### src/hw/uif_defines.vh
// Register offsets, field positions and reset values for the USB interrupt funnel
`ifndef UIF_DEFINES_VH
`define UIF_DEFINES_VH
`define UIF_OFS_STATUS_FLAGS 4'h0
`define UIF_OFS_STATUS_ENABLES 4'h1
`define UIF_OFS_ERROR_FLAGS 4'h2
`define UIF_OFS_ERROR_ENABLES 4'h3
`define UIF_OFS_DEVICE_ADDRESS 4'h4
`define UIF_BIT_FRAME_START 6
`define UIF_BIT_STALL_SENT 5
`define UIF_BIT_BUS_IDLE 4
`define UIF_BIT_TRANSACTION_DONE 3
`define UIF_BIT_BUS_ACTIVITY 2
`define UIF_BIT_ERROR_SUMMARY 1
`define UIF_BIT_BUS_RESET 0
`define UIF_STATUS_MASK 8'h7F
`define UIF_STATUS_SW_MASK 8'h7D
`define UIF_ERROR_MASK 8'h9F
`define UIF_RESET_BYTE 8'h00
`define UIF_RESET_ADDR 7'h00
`define UIF_IDLE_TIME_US 3000
`define UIF_CLK_MHZ 100
`define UIF_IDLE_CYCLES (`UIF_IDLE_TIME_US * `UIF_CLK_MHZ)
`endif

### src/hw/uif_funnel.v
// USB two-level interrupt funnel with Avalon-MM register slave
//
// Contract
// - All sources merge into one peripheral flag
// - Enables gate propagation only, flags still set
// - Status flag stays until software writes zero
// - Software writing one sets a status flag
// - Frame start token sets bit 6
// - Sent stall handshake sets bit 5
// - Bus idle 3 ms sets bit 4
// - Transaction done bit 3; clear advances FIFO (code advances only when sie_token_is_data_xfer is high)
// - D+/D- activity sets bit 2
// - Error summary is OR of enabled errors
// - Error summary is read-only, writes ignored
// - Bus reset sets bit 0, zeroes address
// - Status enables in bits 6..0, bit7 unused
// - Error flags set at once on detection
// - Bit stuffing violation sets error bit 7
// - Turnaround timeout sets error bit 4
// - Partial byte data field sets bit 3
// - Data CRC failure sets bit 2
// - Token CRC failure sets bit 1
// - Packet id failure sets bit 0
// - Errors clearable, reset zero, unused read zero
// - Error enables gate errors into summary
//
// The implementer's own choices: the register offsets and the Avalon-MM register port.
`timescale 1ns/1ps
`include "uif_defines.vh"
module uif_funnel #(
  parameter IDLE_CYCLES = `UIF_IDLE_CYCLES
) (
  input wire sys_clk,
  input wire sys_rst,
  input wire [3:0] avs_address,
  input wire avs_read,
  input wire avs_write,
  input wire [31:0] avs_writedata,
  input wire [3:0] avs_byteenable,
  output reg [31:0] avs_readdata,
  output reg avs_waitrequest,
  input wire sie_frame_start,
  input wire sie_stall_sent,
  input wire sie_line_idle,
  input wire sie_transaction_done,
  input wire sie_token_is_data_xfer,
  input wire sie_bus_activity,
  input wire sie_bus_reset,
  input wire sie_stuffing_error,
  input wire sie_turnaround_timeout,
  input wire sie_partial_byte_field,
  input wire sie_data_checksum_fail,
  input wire sie_token_checksum_fail,
  input wire sie_packet_id_fail,
  output reg usb_peripheral_irq_flag,
  output reg fifo_advance,
  output reg [6:0] device_address
);
  reg [7:0] status_flag_reg;
  reg [7:0] status_flag_next;
  reg [7:0] status_enable_reg;
  reg [7:0] error_flag_reg;
  reg [7:0] error_flag_next;
  reg [7:0] error_enable_reg;
  reg [7:0] status_enable_next;
  reg [7:0] error_enable_next;
  reg [31:0] idle_count_reg;
  reg idle_seen_reg;
  reg ack_pending_reg;
  reg [7:0] hw_status_set;
  reg [7:0] hw_error_set;
  reg [7:0] wr_byte;
  reg error_summary;
  reg advance_next;
  wire wr_hit;
  wire idle_reached;
  wire [31:0] idle_limit;

  // One wait cycle per access keeps read data registered
  assign wr_hit = avs_write && ack_pending_reg && avs_byteenable[0];
  assign idle_limit = IDLE_CYCLES;
  assign idle_reached = (idle_count_reg >= idle_limit - 32'h1);

  // Idle timer; only a continuous idle counts
  always @(posedge sys_clk) begin
    if (sys_rst) begin
      idle_count_reg <= 32'h0;
      idle_seen_reg <= 1'b0;
    end else if (!sie_line_idle) begin
      idle_count_reg <= 32'h0;
      idle_seen_reg <= 1'b0;
    end else if (!idle_reached) begin
      idle_count_reg <= idle_count_reg + 32'h1;
    end else begin
      idle_seen_reg <= 1'b1;
    end
  end

  always @* begin
    wr_byte = avs_writedata[7:0];
    hw_status_set = 8'h00;
    hw_status_set[`UIF_BIT_FRAME_START] = sie_frame_start;
    hw_status_set[`UIF_BIT_STALL_SENT] = sie_stall_sent;
    hw_status_set[`UIF_BIT_BUS_IDLE] = idle_reached && sie_line_idle && !idle_seen_reg;
    hw_status_set[`UIF_BIT_TRANSACTION_DONE] = sie_transaction_done;
    hw_status_set[`UIF_BIT_BUS_ACTIVITY] = sie_bus_activity;
    hw_status_set[`UIF_BIT_BUS_RESET] = sie_bus_reset;
    hw_error_set = {sie_stuffing_error, 2'b00, sie_turnaround_timeout,
                    sie_partial_byte_field, sie_data_checksum_fail,
                    sie_token_checksum_fail, sie_packet_id_fail};
    // Status writes replace flags, error writes can only clear; hardware sets are ORed in after
    status_flag_next = status_flag_reg;
    error_flag_next = error_flag_reg;
    status_enable_next = status_enable_reg;
    error_enable_next = error_enable_reg;
    if (wr_hit && avs_address == `UIF_OFS_STATUS_FLAGS) begin
      status_flag_next = (status_flag_reg & ~`UIF_STATUS_SW_MASK) |
                         (wr_byte & `UIF_STATUS_SW_MASK);
    end
    if (wr_hit && avs_address == `UIF_OFS_ERROR_FLAGS) begin
      error_flag_next = error_flag_reg & wr_byte;
    end
    // Next enables, so a mask write never leaves a stale request a cycle
    if (wr_hit && avs_address == `UIF_OFS_STATUS_ENABLES) begin
      status_enable_next = wr_byte & `UIF_STATUS_MASK;
    end
    if (wr_hit && avs_address == `UIF_OFS_ERROR_ENABLES) begin
      error_enable_next = wr_byte & `UIF_ERROR_MASK;
    end
    status_flag_next = (status_flag_next | hw_status_set) & `UIF_STATUS_MASK;
    error_flag_next = (error_flag_next | hw_error_set) & `UIF_ERROR_MASK;
    // Error summary is pure status from enabled flags
    error_summary = |(error_flag_next & error_enable_next);
    status_flag_next[`UIF_BIT_ERROR_SUMMARY] = error_summary;
    // Advance only when a data token entry is popped by a clear
    advance_next = status_flag_reg[`UIF_BIT_TRANSACTION_DONE] &&
                   !status_flag_next[`UIF_BIT_TRANSACTION_DONE] &&
                   sie_token_is_data_xfer;
  end

  always @(posedge sys_clk) begin
    if (sys_rst) begin
      status_flag_reg <= `UIF_RESET_BYTE;
      error_flag_reg <= `UIF_RESET_BYTE;
      status_enable_reg <= `UIF_RESET_BYTE;
      error_enable_reg <= `UIF_RESET_BYTE;
      device_address <= `UIF_RESET_ADDR;
      usb_peripheral_irq_flag <= 1'b0;
      fifo_advance <= 1'b0;
      ack_pending_reg <= 1'b0;
      avs_waitrequest <= 1'b1;
      avs_readdata <= 32'h0;
    end else begin
      status_flag_reg <= status_flag_next;
      error_flag_reg <= error_flag_next;
      fifo_advance <= advance_next;
      status_enable_reg <= status_enable_next;
      error_enable_reg <= error_enable_next;
      // Any enabled status flag raises the CPU-side flag
      usb_peripheral_irq_flag <= |(status_flag_next & status_enable_next);
      // Bus reset wins over a software address write
      if (sie_bus_reset) begin
        device_address <= `UIF_RESET_ADDR;
      end else if (wr_hit && avs_address == `UIF_OFS_DEVICE_ADDRESS) begin
        device_address <= wr_byte[6:0];
      end
      // Two-cycle handshake: wait high on first cycle, low on second
      if ((avs_read || avs_write) && !ack_pending_reg) begin
        ack_pending_reg <= 1'b1;
        avs_waitrequest <= 1'b0;
        case (avs_address)
          `UIF_OFS_STATUS_FLAGS: avs_readdata <= {24'h0, status_flag_reg};
          `UIF_OFS_STATUS_ENABLES: avs_readdata <= {24'h0, status_enable_reg};
          `UIF_OFS_ERROR_FLAGS: avs_readdata <= {24'h0, error_flag_reg};
          `UIF_OFS_ERROR_ENABLES: avs_readdata <= {24'h0, error_enable_reg};
          `UIF_OFS_DEVICE_ADDRESS: avs_readdata <= {25'h0, device_address};
          default: avs_readdata <= 32'h0;
        endcase
      end else begin
        ack_pending_reg <= 1'b0;
        avs_waitrequest <= 1'b1;
      end
    end
  end
endmodule // uif_funnel

### config.mk
export PLATFORM = sky130hd
export DESIGN_NAME = uif_funnel
export DESIGN_NICKNAME = d
export VERILOG_FILES = /design/src/hw/uif_funnel.v
export VERILOG_INCLUDE_DIRS = /design/src /design/src/hw
export SDC_FILE = /design/constraint.sdc
export NUM_CORES = 1
export LEC_CHECK = 0
export BUFFER_PORTS_ARGS = -buffer_cell sky130_fd_sc_hd__clkbuf_2
export CAP_MARGIN = 20
export CORE_ASPECT_RATIO = 1.25
export CORE_MARGIN = 2
export CORE_UTILIZATION = 52
export CTS_CLUSTER_DIAMETER = 50
export DETAILED_ROUTE_END_ITERATION = 12
export GPL_TIMING_DRIVEN = 0
export MAX_ROUTING_LAYER = met4
export PLACE_DENSITY_LB_ADDON = 0.05
export SETUP_SLACK_MARGIN = 0.02
export SLEW_MARGIN = 15
export SYNTH_ARGS = -nofsm -noshare
export SYNTH_HDL_FRONTEND = slang
export SYNTH_SLANG_ARGS = --single-unit
### constraint.sdc
create_clock -name sys_clk -period 2.9 [get_ports sys_clk]
set_clock_uncertainty 0.15 [all_clocks]
set_input_delay 0.29 -clock sys_clk [delete_from_list [all_inputs] [get_ports sys_clk]]
set_output_delay 0.29 -clock sys_clk [all_outputs]
set_load 0.01 [all_outputs]
Yosys cells after proc, flatten, opt, wreduce, memory -nomap -nowiden --
Index checks and enable logic that the tools add are counted.
Word-level totals: memories kept 0, bits in latches 0, input port bits 57, ROM bits 0, output and inout port bits 42, register bits after elaboration 107, logic and storage cells 54, RAM bits 0
Operators by class: equal/unequal tests 4, $mul 0, $add $sub $neg 1, reduce and logical (&&, ||, !) cells 21, shifts and indexed selects 0, divide/modulo/power cells 0, mux-type cells 7, $lt $le $gt $ge 1, bitwise operators 7
Operators with widths (count):
- $pmux W8 S5 | 1
- $add A32 B1 Y32 const B | 1
- $ge A32 B19 Y1 const B | 1
- $mux W8 | 3
- $and A8 B8 Y8 | 2
- $reduce_or A8 Y1 | 2
- $logic_and A1 B1 Y1 | 12
- $and A7 B8 Y8 | 1
- $eq A4 B2 Y1 const B | 2
- $or A8 B8 Y8 | 1
- $mux W7 | 1
- $or A2 B7 Y7 | 1
- $or A7 B7 Y7 | 1
- $eq A4 B1 Y1 const B | 1
- $eq A4 B3 Y1 const B | 1
- $logic_not A4 Y1 | 1
- $reduce_or A2 Y1 | 2
- $logic_not A1 Y1 | 3
- $mux W1 | 2
- $logic_or A1 B1 Y1 | 1
- $not A1 Y1 | 1

Longest topological paths before layout --
depth after elaboration 9, mapped depth 8, gate-level depth less buffers 7

Worst setup path after synthesis --
Ideal clock, no wire load.
path kind in2reg, from in avs_address[3], to reg usb_peripheral_irq_flag, arrival 2.156 ns, library setup time 0.122 ns, path buffers 1, setup slack 0.472 ns, required time 2.628 ns, cell stages on the path 7, path through or3b_1 buf_2 o32a_1 nor4_2 a41oi_1 or4_1 a221o_1
Between the ends: longest elaborated chain between the ends 8, elaborated cells between the ends (all ways) 18, classes of those cells eq/ne (3); mux (4); bitwise (4); reduce/logical (7)
RTL lines:
- start, declared | line uif_funnel.v:35 | input wire [3:0] avs_address,
- $eq A4 B2 Y1
- $logic_and A1 B1 Y1 (no source line)
- $mux W8 | line uif_funnel.v:120 | if (wr_hit && avs_address == `UIF_OFS_ERROR_FLAGS) begin
- $or A8 B8 Y8 | line uif_funnel.v:131 | error_flag_next = (error_flag_next | hw_error_set) & `UIF_ERROR_MASK;
- $and A8 B8 Y8 | line uif_funnel.v:133 | error_summary = |(error_flag_next & error_enable_next);
- $reduce_or A8 Y1 | line uif_funnel.v:133
- $and A7 B8 Y8 (*) | line uif_funnel.v:160 | usb_peripheral_irq_flag <= |(status_flag_next & status_enable_next);
- $reduce_or A8 Y1 (*) | line uif_funnel.v:160
- end signal, assigned | line uif_funnel.v:160
- end, declared | line uif_funnel.v:55 | output reg usb_peripheral_irq_flag,
Every way passes the cells marked *; elsewhere a longest branch is shown, timed or not. A chain may end at the register's enable or synchronous reset.

Final worst setup path --
from reg ack_pending_reg, to reg usb_peripheral_irq_flag
Between the ends: longest elaborated chain between the ends 9, elaborated cells between the ends (all ways) 16, classes of those cells mux (4); bitwise (4); reduce/logical (8)
RTL lines:
- start, declared | line uif_funnel.v:69 | reg ack_pending_reg;
- start signal, assigned | line uif_funnel.v:150 | ack_pending_reg <= 1'b0;
- start signal, assigned | line uif_funnel.v:169 | ack_pending_reg <= 1'b1;
- start signal, assigned | line uif_funnel.v:180 | ack_pending_reg <= 1'b0;
- $logic_and A1 B1 Y1 (*) (2 in series) | line uif_funnel.v:80 | assign wr_hit = avs_write && ack_pending_reg && avs_byteenable[0];
- $logic_and A1 B1 Y1 (no source line)
- $mux W8 | line uif_funnel.v:120
- $or A8 B8 Y8 | line uif_funnel.v:131
- $and A8 B8 Y8 | line uif_funnel.v:133
- $reduce_or A8 Y1 | line uif_funnel.v:133
- $and A7 B8 Y8 (*) | line uif_funnel.v:160
- $reduce_or A8 Y1 (*) | line uif_funnel.v:160
Marks and branches as above.

==> summary.md <==
| Metric | Value |
|---|---|
| Via count | 3,305 |
| Most frequent cells in the layout | dfxtp_1 (78), nand2_1 (47), clkbuf_2 (47) |
| Mux share of post-synthesis cell area | 5.74% |
| Initial core utilization | 53.1% |
| Min Hold Slack | 0.0122 ns |
| Critical-path maximum fanout | 7 |
| Clock Latency Late Sink | 0.35 ns |
| Sequential element share of the synthesized area | 42.7% |
| Final Net Count | 590 |
| Startpoint types | flop |
| H-tree Lvls | 3 |
| Residual DRC count | 0 |
| Status | finished clean |
| Sequential power share | 51.6% |
| Cell Pwr Density | 494 nW/µm² |
| Area growth syn-to-layout | 17.8% |
| RSZ-0062 raised after global routing | no |
| Placer Congestion | 0.936 |
| I/O Pins | 99 |
| IO Port Bufs | 46 |
| R2R depth | 6 |
| Cell count after synthesis | 449 |
| Die W | 79.0 µm |
| Placeable Area | 6890 µm² |
| CTS tree | done |
| CTS Buffer Depth | 2 |
| Synth Area in Simple Gates | 24.3% |
| Vias in the first global route | 3,011 |
| Post-DP HPWL | 6.31 mm |
| Mapped Area | 3660 µm² |
| Num CTS Buffers | 9 |
| Global-route usage over all layers | 23.8% |
| Leading cell type in the layout, fill and taps excluded | dfxtp_1 |
| Max-slew headroom | 49.4% |
| Critical path's largest stage delay | 0.47 ns |
| Global-route wire length before repair | 14.2 mm |
| Grt total ovfl | 0 |
| Commonest register cell after synthesis | dfxtp_1 |
| P_sw | 0.559 mW |
| Initial drt markers | 240 |
| N_diodes | 0 |
| Worst EP arrival | 2.65 ns |
| Clock-pin slew on the worst setup and hold paths | 0.09 ns |
| Syn_area_per_cell | 8.15 µm² |
| Routed WL | 8.60 mm |
| Routed len/inst | 13.7 µm |
| Die height | 97.8 µm |
| Total power draw | 2.13 mW |
| Crit path max-delay cell type | or4_1 |
| Synth Area in XOR/XNOR | 3.35% |
| CP Cell Sequence | nand3_1 -> o32a_1 -> nor4_2 -> a41oi_1 -> or4_1 -> a221o_1 |
| Comb pwr share | 8.7% |
| Cts repair resizes | 0 |
| LEAKAGE | 1.84 nW |
| Max Cap Viol | 0 |
| Synthesis-stage register bit count | 78 |
| Max FFs per register | 32 |
| Switching Share | 26.2% |
| Post-route core utilization | 62.6% |
| First drt pass iteration count | 4 |
| Post-synth ARST share | 0% |
| CP Data Required Time | 2.99 ns |
| Setup violations, final | 0 |
| Slew Limit Fails | 0 |
| Largest net degree at the start of global routing | 16 |
| Peak VDD IR | 0.000350 V |
| Crit share post-route | 88.5% |
| Tmin final | 2.57 ns |
| Largest family of logic cells by synthesized area | simple AND/OR/NAND/NOR gates |
| Hold path depth | 3 |
| Adder-cell area share of the yosys netlist | 0.342% |
| Layout cell share with drive strength beyond 1 | 17.3% |
| Yosys Warn Count | 0 |
| Clock power frac | 39.8% |
| HP Class | in2reg |
| TritonCTS Sinks | 78 |
| Post-synth EDFFs | 0 |
| Worst Tran Pin Value | 0.752 ns |
| Final antenna-violating net count | 0 |
| Fillers | 640 |
| Synth Area in Compound Gates | 14.9% |
| # rows | 34 |
| Root Buffer | clkbuf_8 |
| Cell internal pwr | 1.57 mW |
| Post-synthesis cell type count | 44 |
| Initial antenna violation count | 0 |
| Die footprint | 7730 µm² |
| Setup TNS | 0 ns |
| Fmax | 390 MHz |
| Critical Path End Type | flop |
| Vias/cell | 5.27 |
| Crit path kind | reg2reg |
| Final hold violation count | 0 |
==> area by class of cell <==
cell class	count	area, µm²	area share (%)
Clock buffer	9	124	2.87
Sequential cell	78	1560	36.2
Inverter	17	63.8	1.48
Multi-Input combinational cell	335	1870	43.4
Buffer	42	250	5.80
Timing Repair Buffer	49	250	5.80
Tap cell	90	113	2.61
Clock inverter	7	80.1	1.86
==> cell families (layout without fill, tap and decap cells) <==
kind of cell	after synthesis	after routing
xor+xnor	14	14
simple gates	184	184
flops	78	78
compound gates	91	91
buf+inv	59	124
other cells	1	24
fa+ha+maj	1	1
mux	21	21
==> power by group through the flow <==
stage	sequential, mW	combinational [mW]	clock [mW]
after floorplan	1.12	0.118	0
after global placement	1.12	0.178	0
after global routing	1.10	0.202	0.914
final	1.10	0.184	0.847
after detailed placement	1.12	0.180	0
after CTS	1.10	0.182	0.860
==> repair_timing <==
item / 4_1_cts / 5_1_grt
hold buffers: 1 / 0
endpoints found under the hold margin: 1 / 0
endpoints found under the setup margin: 0 / 0
setup buffers: 0 / 0
==> worst max-delay path: cells and delay by family (launching register included) <==
family             cells  cell delay (ns)
DFF                    1             0.37
and+or+nand+nor        3             1.02
AOI/OAI and AO/OA      3             0.92
==> metrics by stage <==
stage,instance area (µm²),setup slack [ns],instances
5_1_grt,4310,0.206,627
4_1_cts,4300,0.356,625
3_3_place_gp,4090,0.0711,608
6_report,4310,0.333,627
2_1_floorplan,3750,0.472,472
3_5_place_dp,4090,0.0697,608
==> cell usage after synthesis (2+ instances only) <==
library cell | count | share of area (%)
or2_2 | 2 | 0.34
o32ai_1 | 2 | 0.48
o32a_1 | 3 | 0.82
clkbuf_1 | 15 | 1.5
o22ai_1 | 5 | 0.85
inv_1 | 17 | 1.7
nand2_1 | 47 | 4.8
a211o_1 | 2 | 0.48
o21ai_0 | 23 | 3.1
xor2_1 | 14 | 3.4
nor2_1 | 46 | 4.7
a41oi_1 | 3 | 0.72
o21bai_1 | 3 | 0.62
nor4_1 | 6 | 1.0
nand4_1 | 9 | 1.5
buf_4 | 24 | 4.9
nor2b_1 | 5 | 0.85
a21oi_1 | 37 | 5.1
and3_1 | 6 | 1.0
or3_1 | 6 | 1.0
and2_1 | 14 | 2.4
mux2i_1 | 21 | 5.7
a31oi_1 | 5 | 0.85
and4_1 | 2 | 0.48
dfxtp_1 | 78 | 43
buf_2 | 2 | 0.27
nor3_1 | 7 | 0.96
nand3_1 | 29 | 4.0
==> routing by layer <==
layer  global-route usage [%]  wire length [µm]  up-vias
li1                         -                 -     1690
met1                     27.4              3660     1504
met2                     39.9              4270       90
met3                     5.08               472       21
met4                     10.1               202        0
met5                        -                 0        -
==> final timing paths <==
check / start / end / slack, ns
worst max-delay path: ack_pending_reg$_SDFF_PP0_ / usb_peripheral_irq_flag$_SDFF_PP0_ / 0.33
worst min-delay path: sie_packet_id_fail / error_flag_reg[0]$_SDFF_PP0_ / 0.01
worst max register to register: ack_pending_reg$_SDFF_PP0_ / usb_peripheral_irq_flag$_SDFF_PP0_ / 0.33
worst min register to register: avs_readdata[0]$_SDFFE_PP0P_ / avs_readdata[0]$_SDFFE_PP0P_ / 0.31
Power figures use the tool's default switching activity.
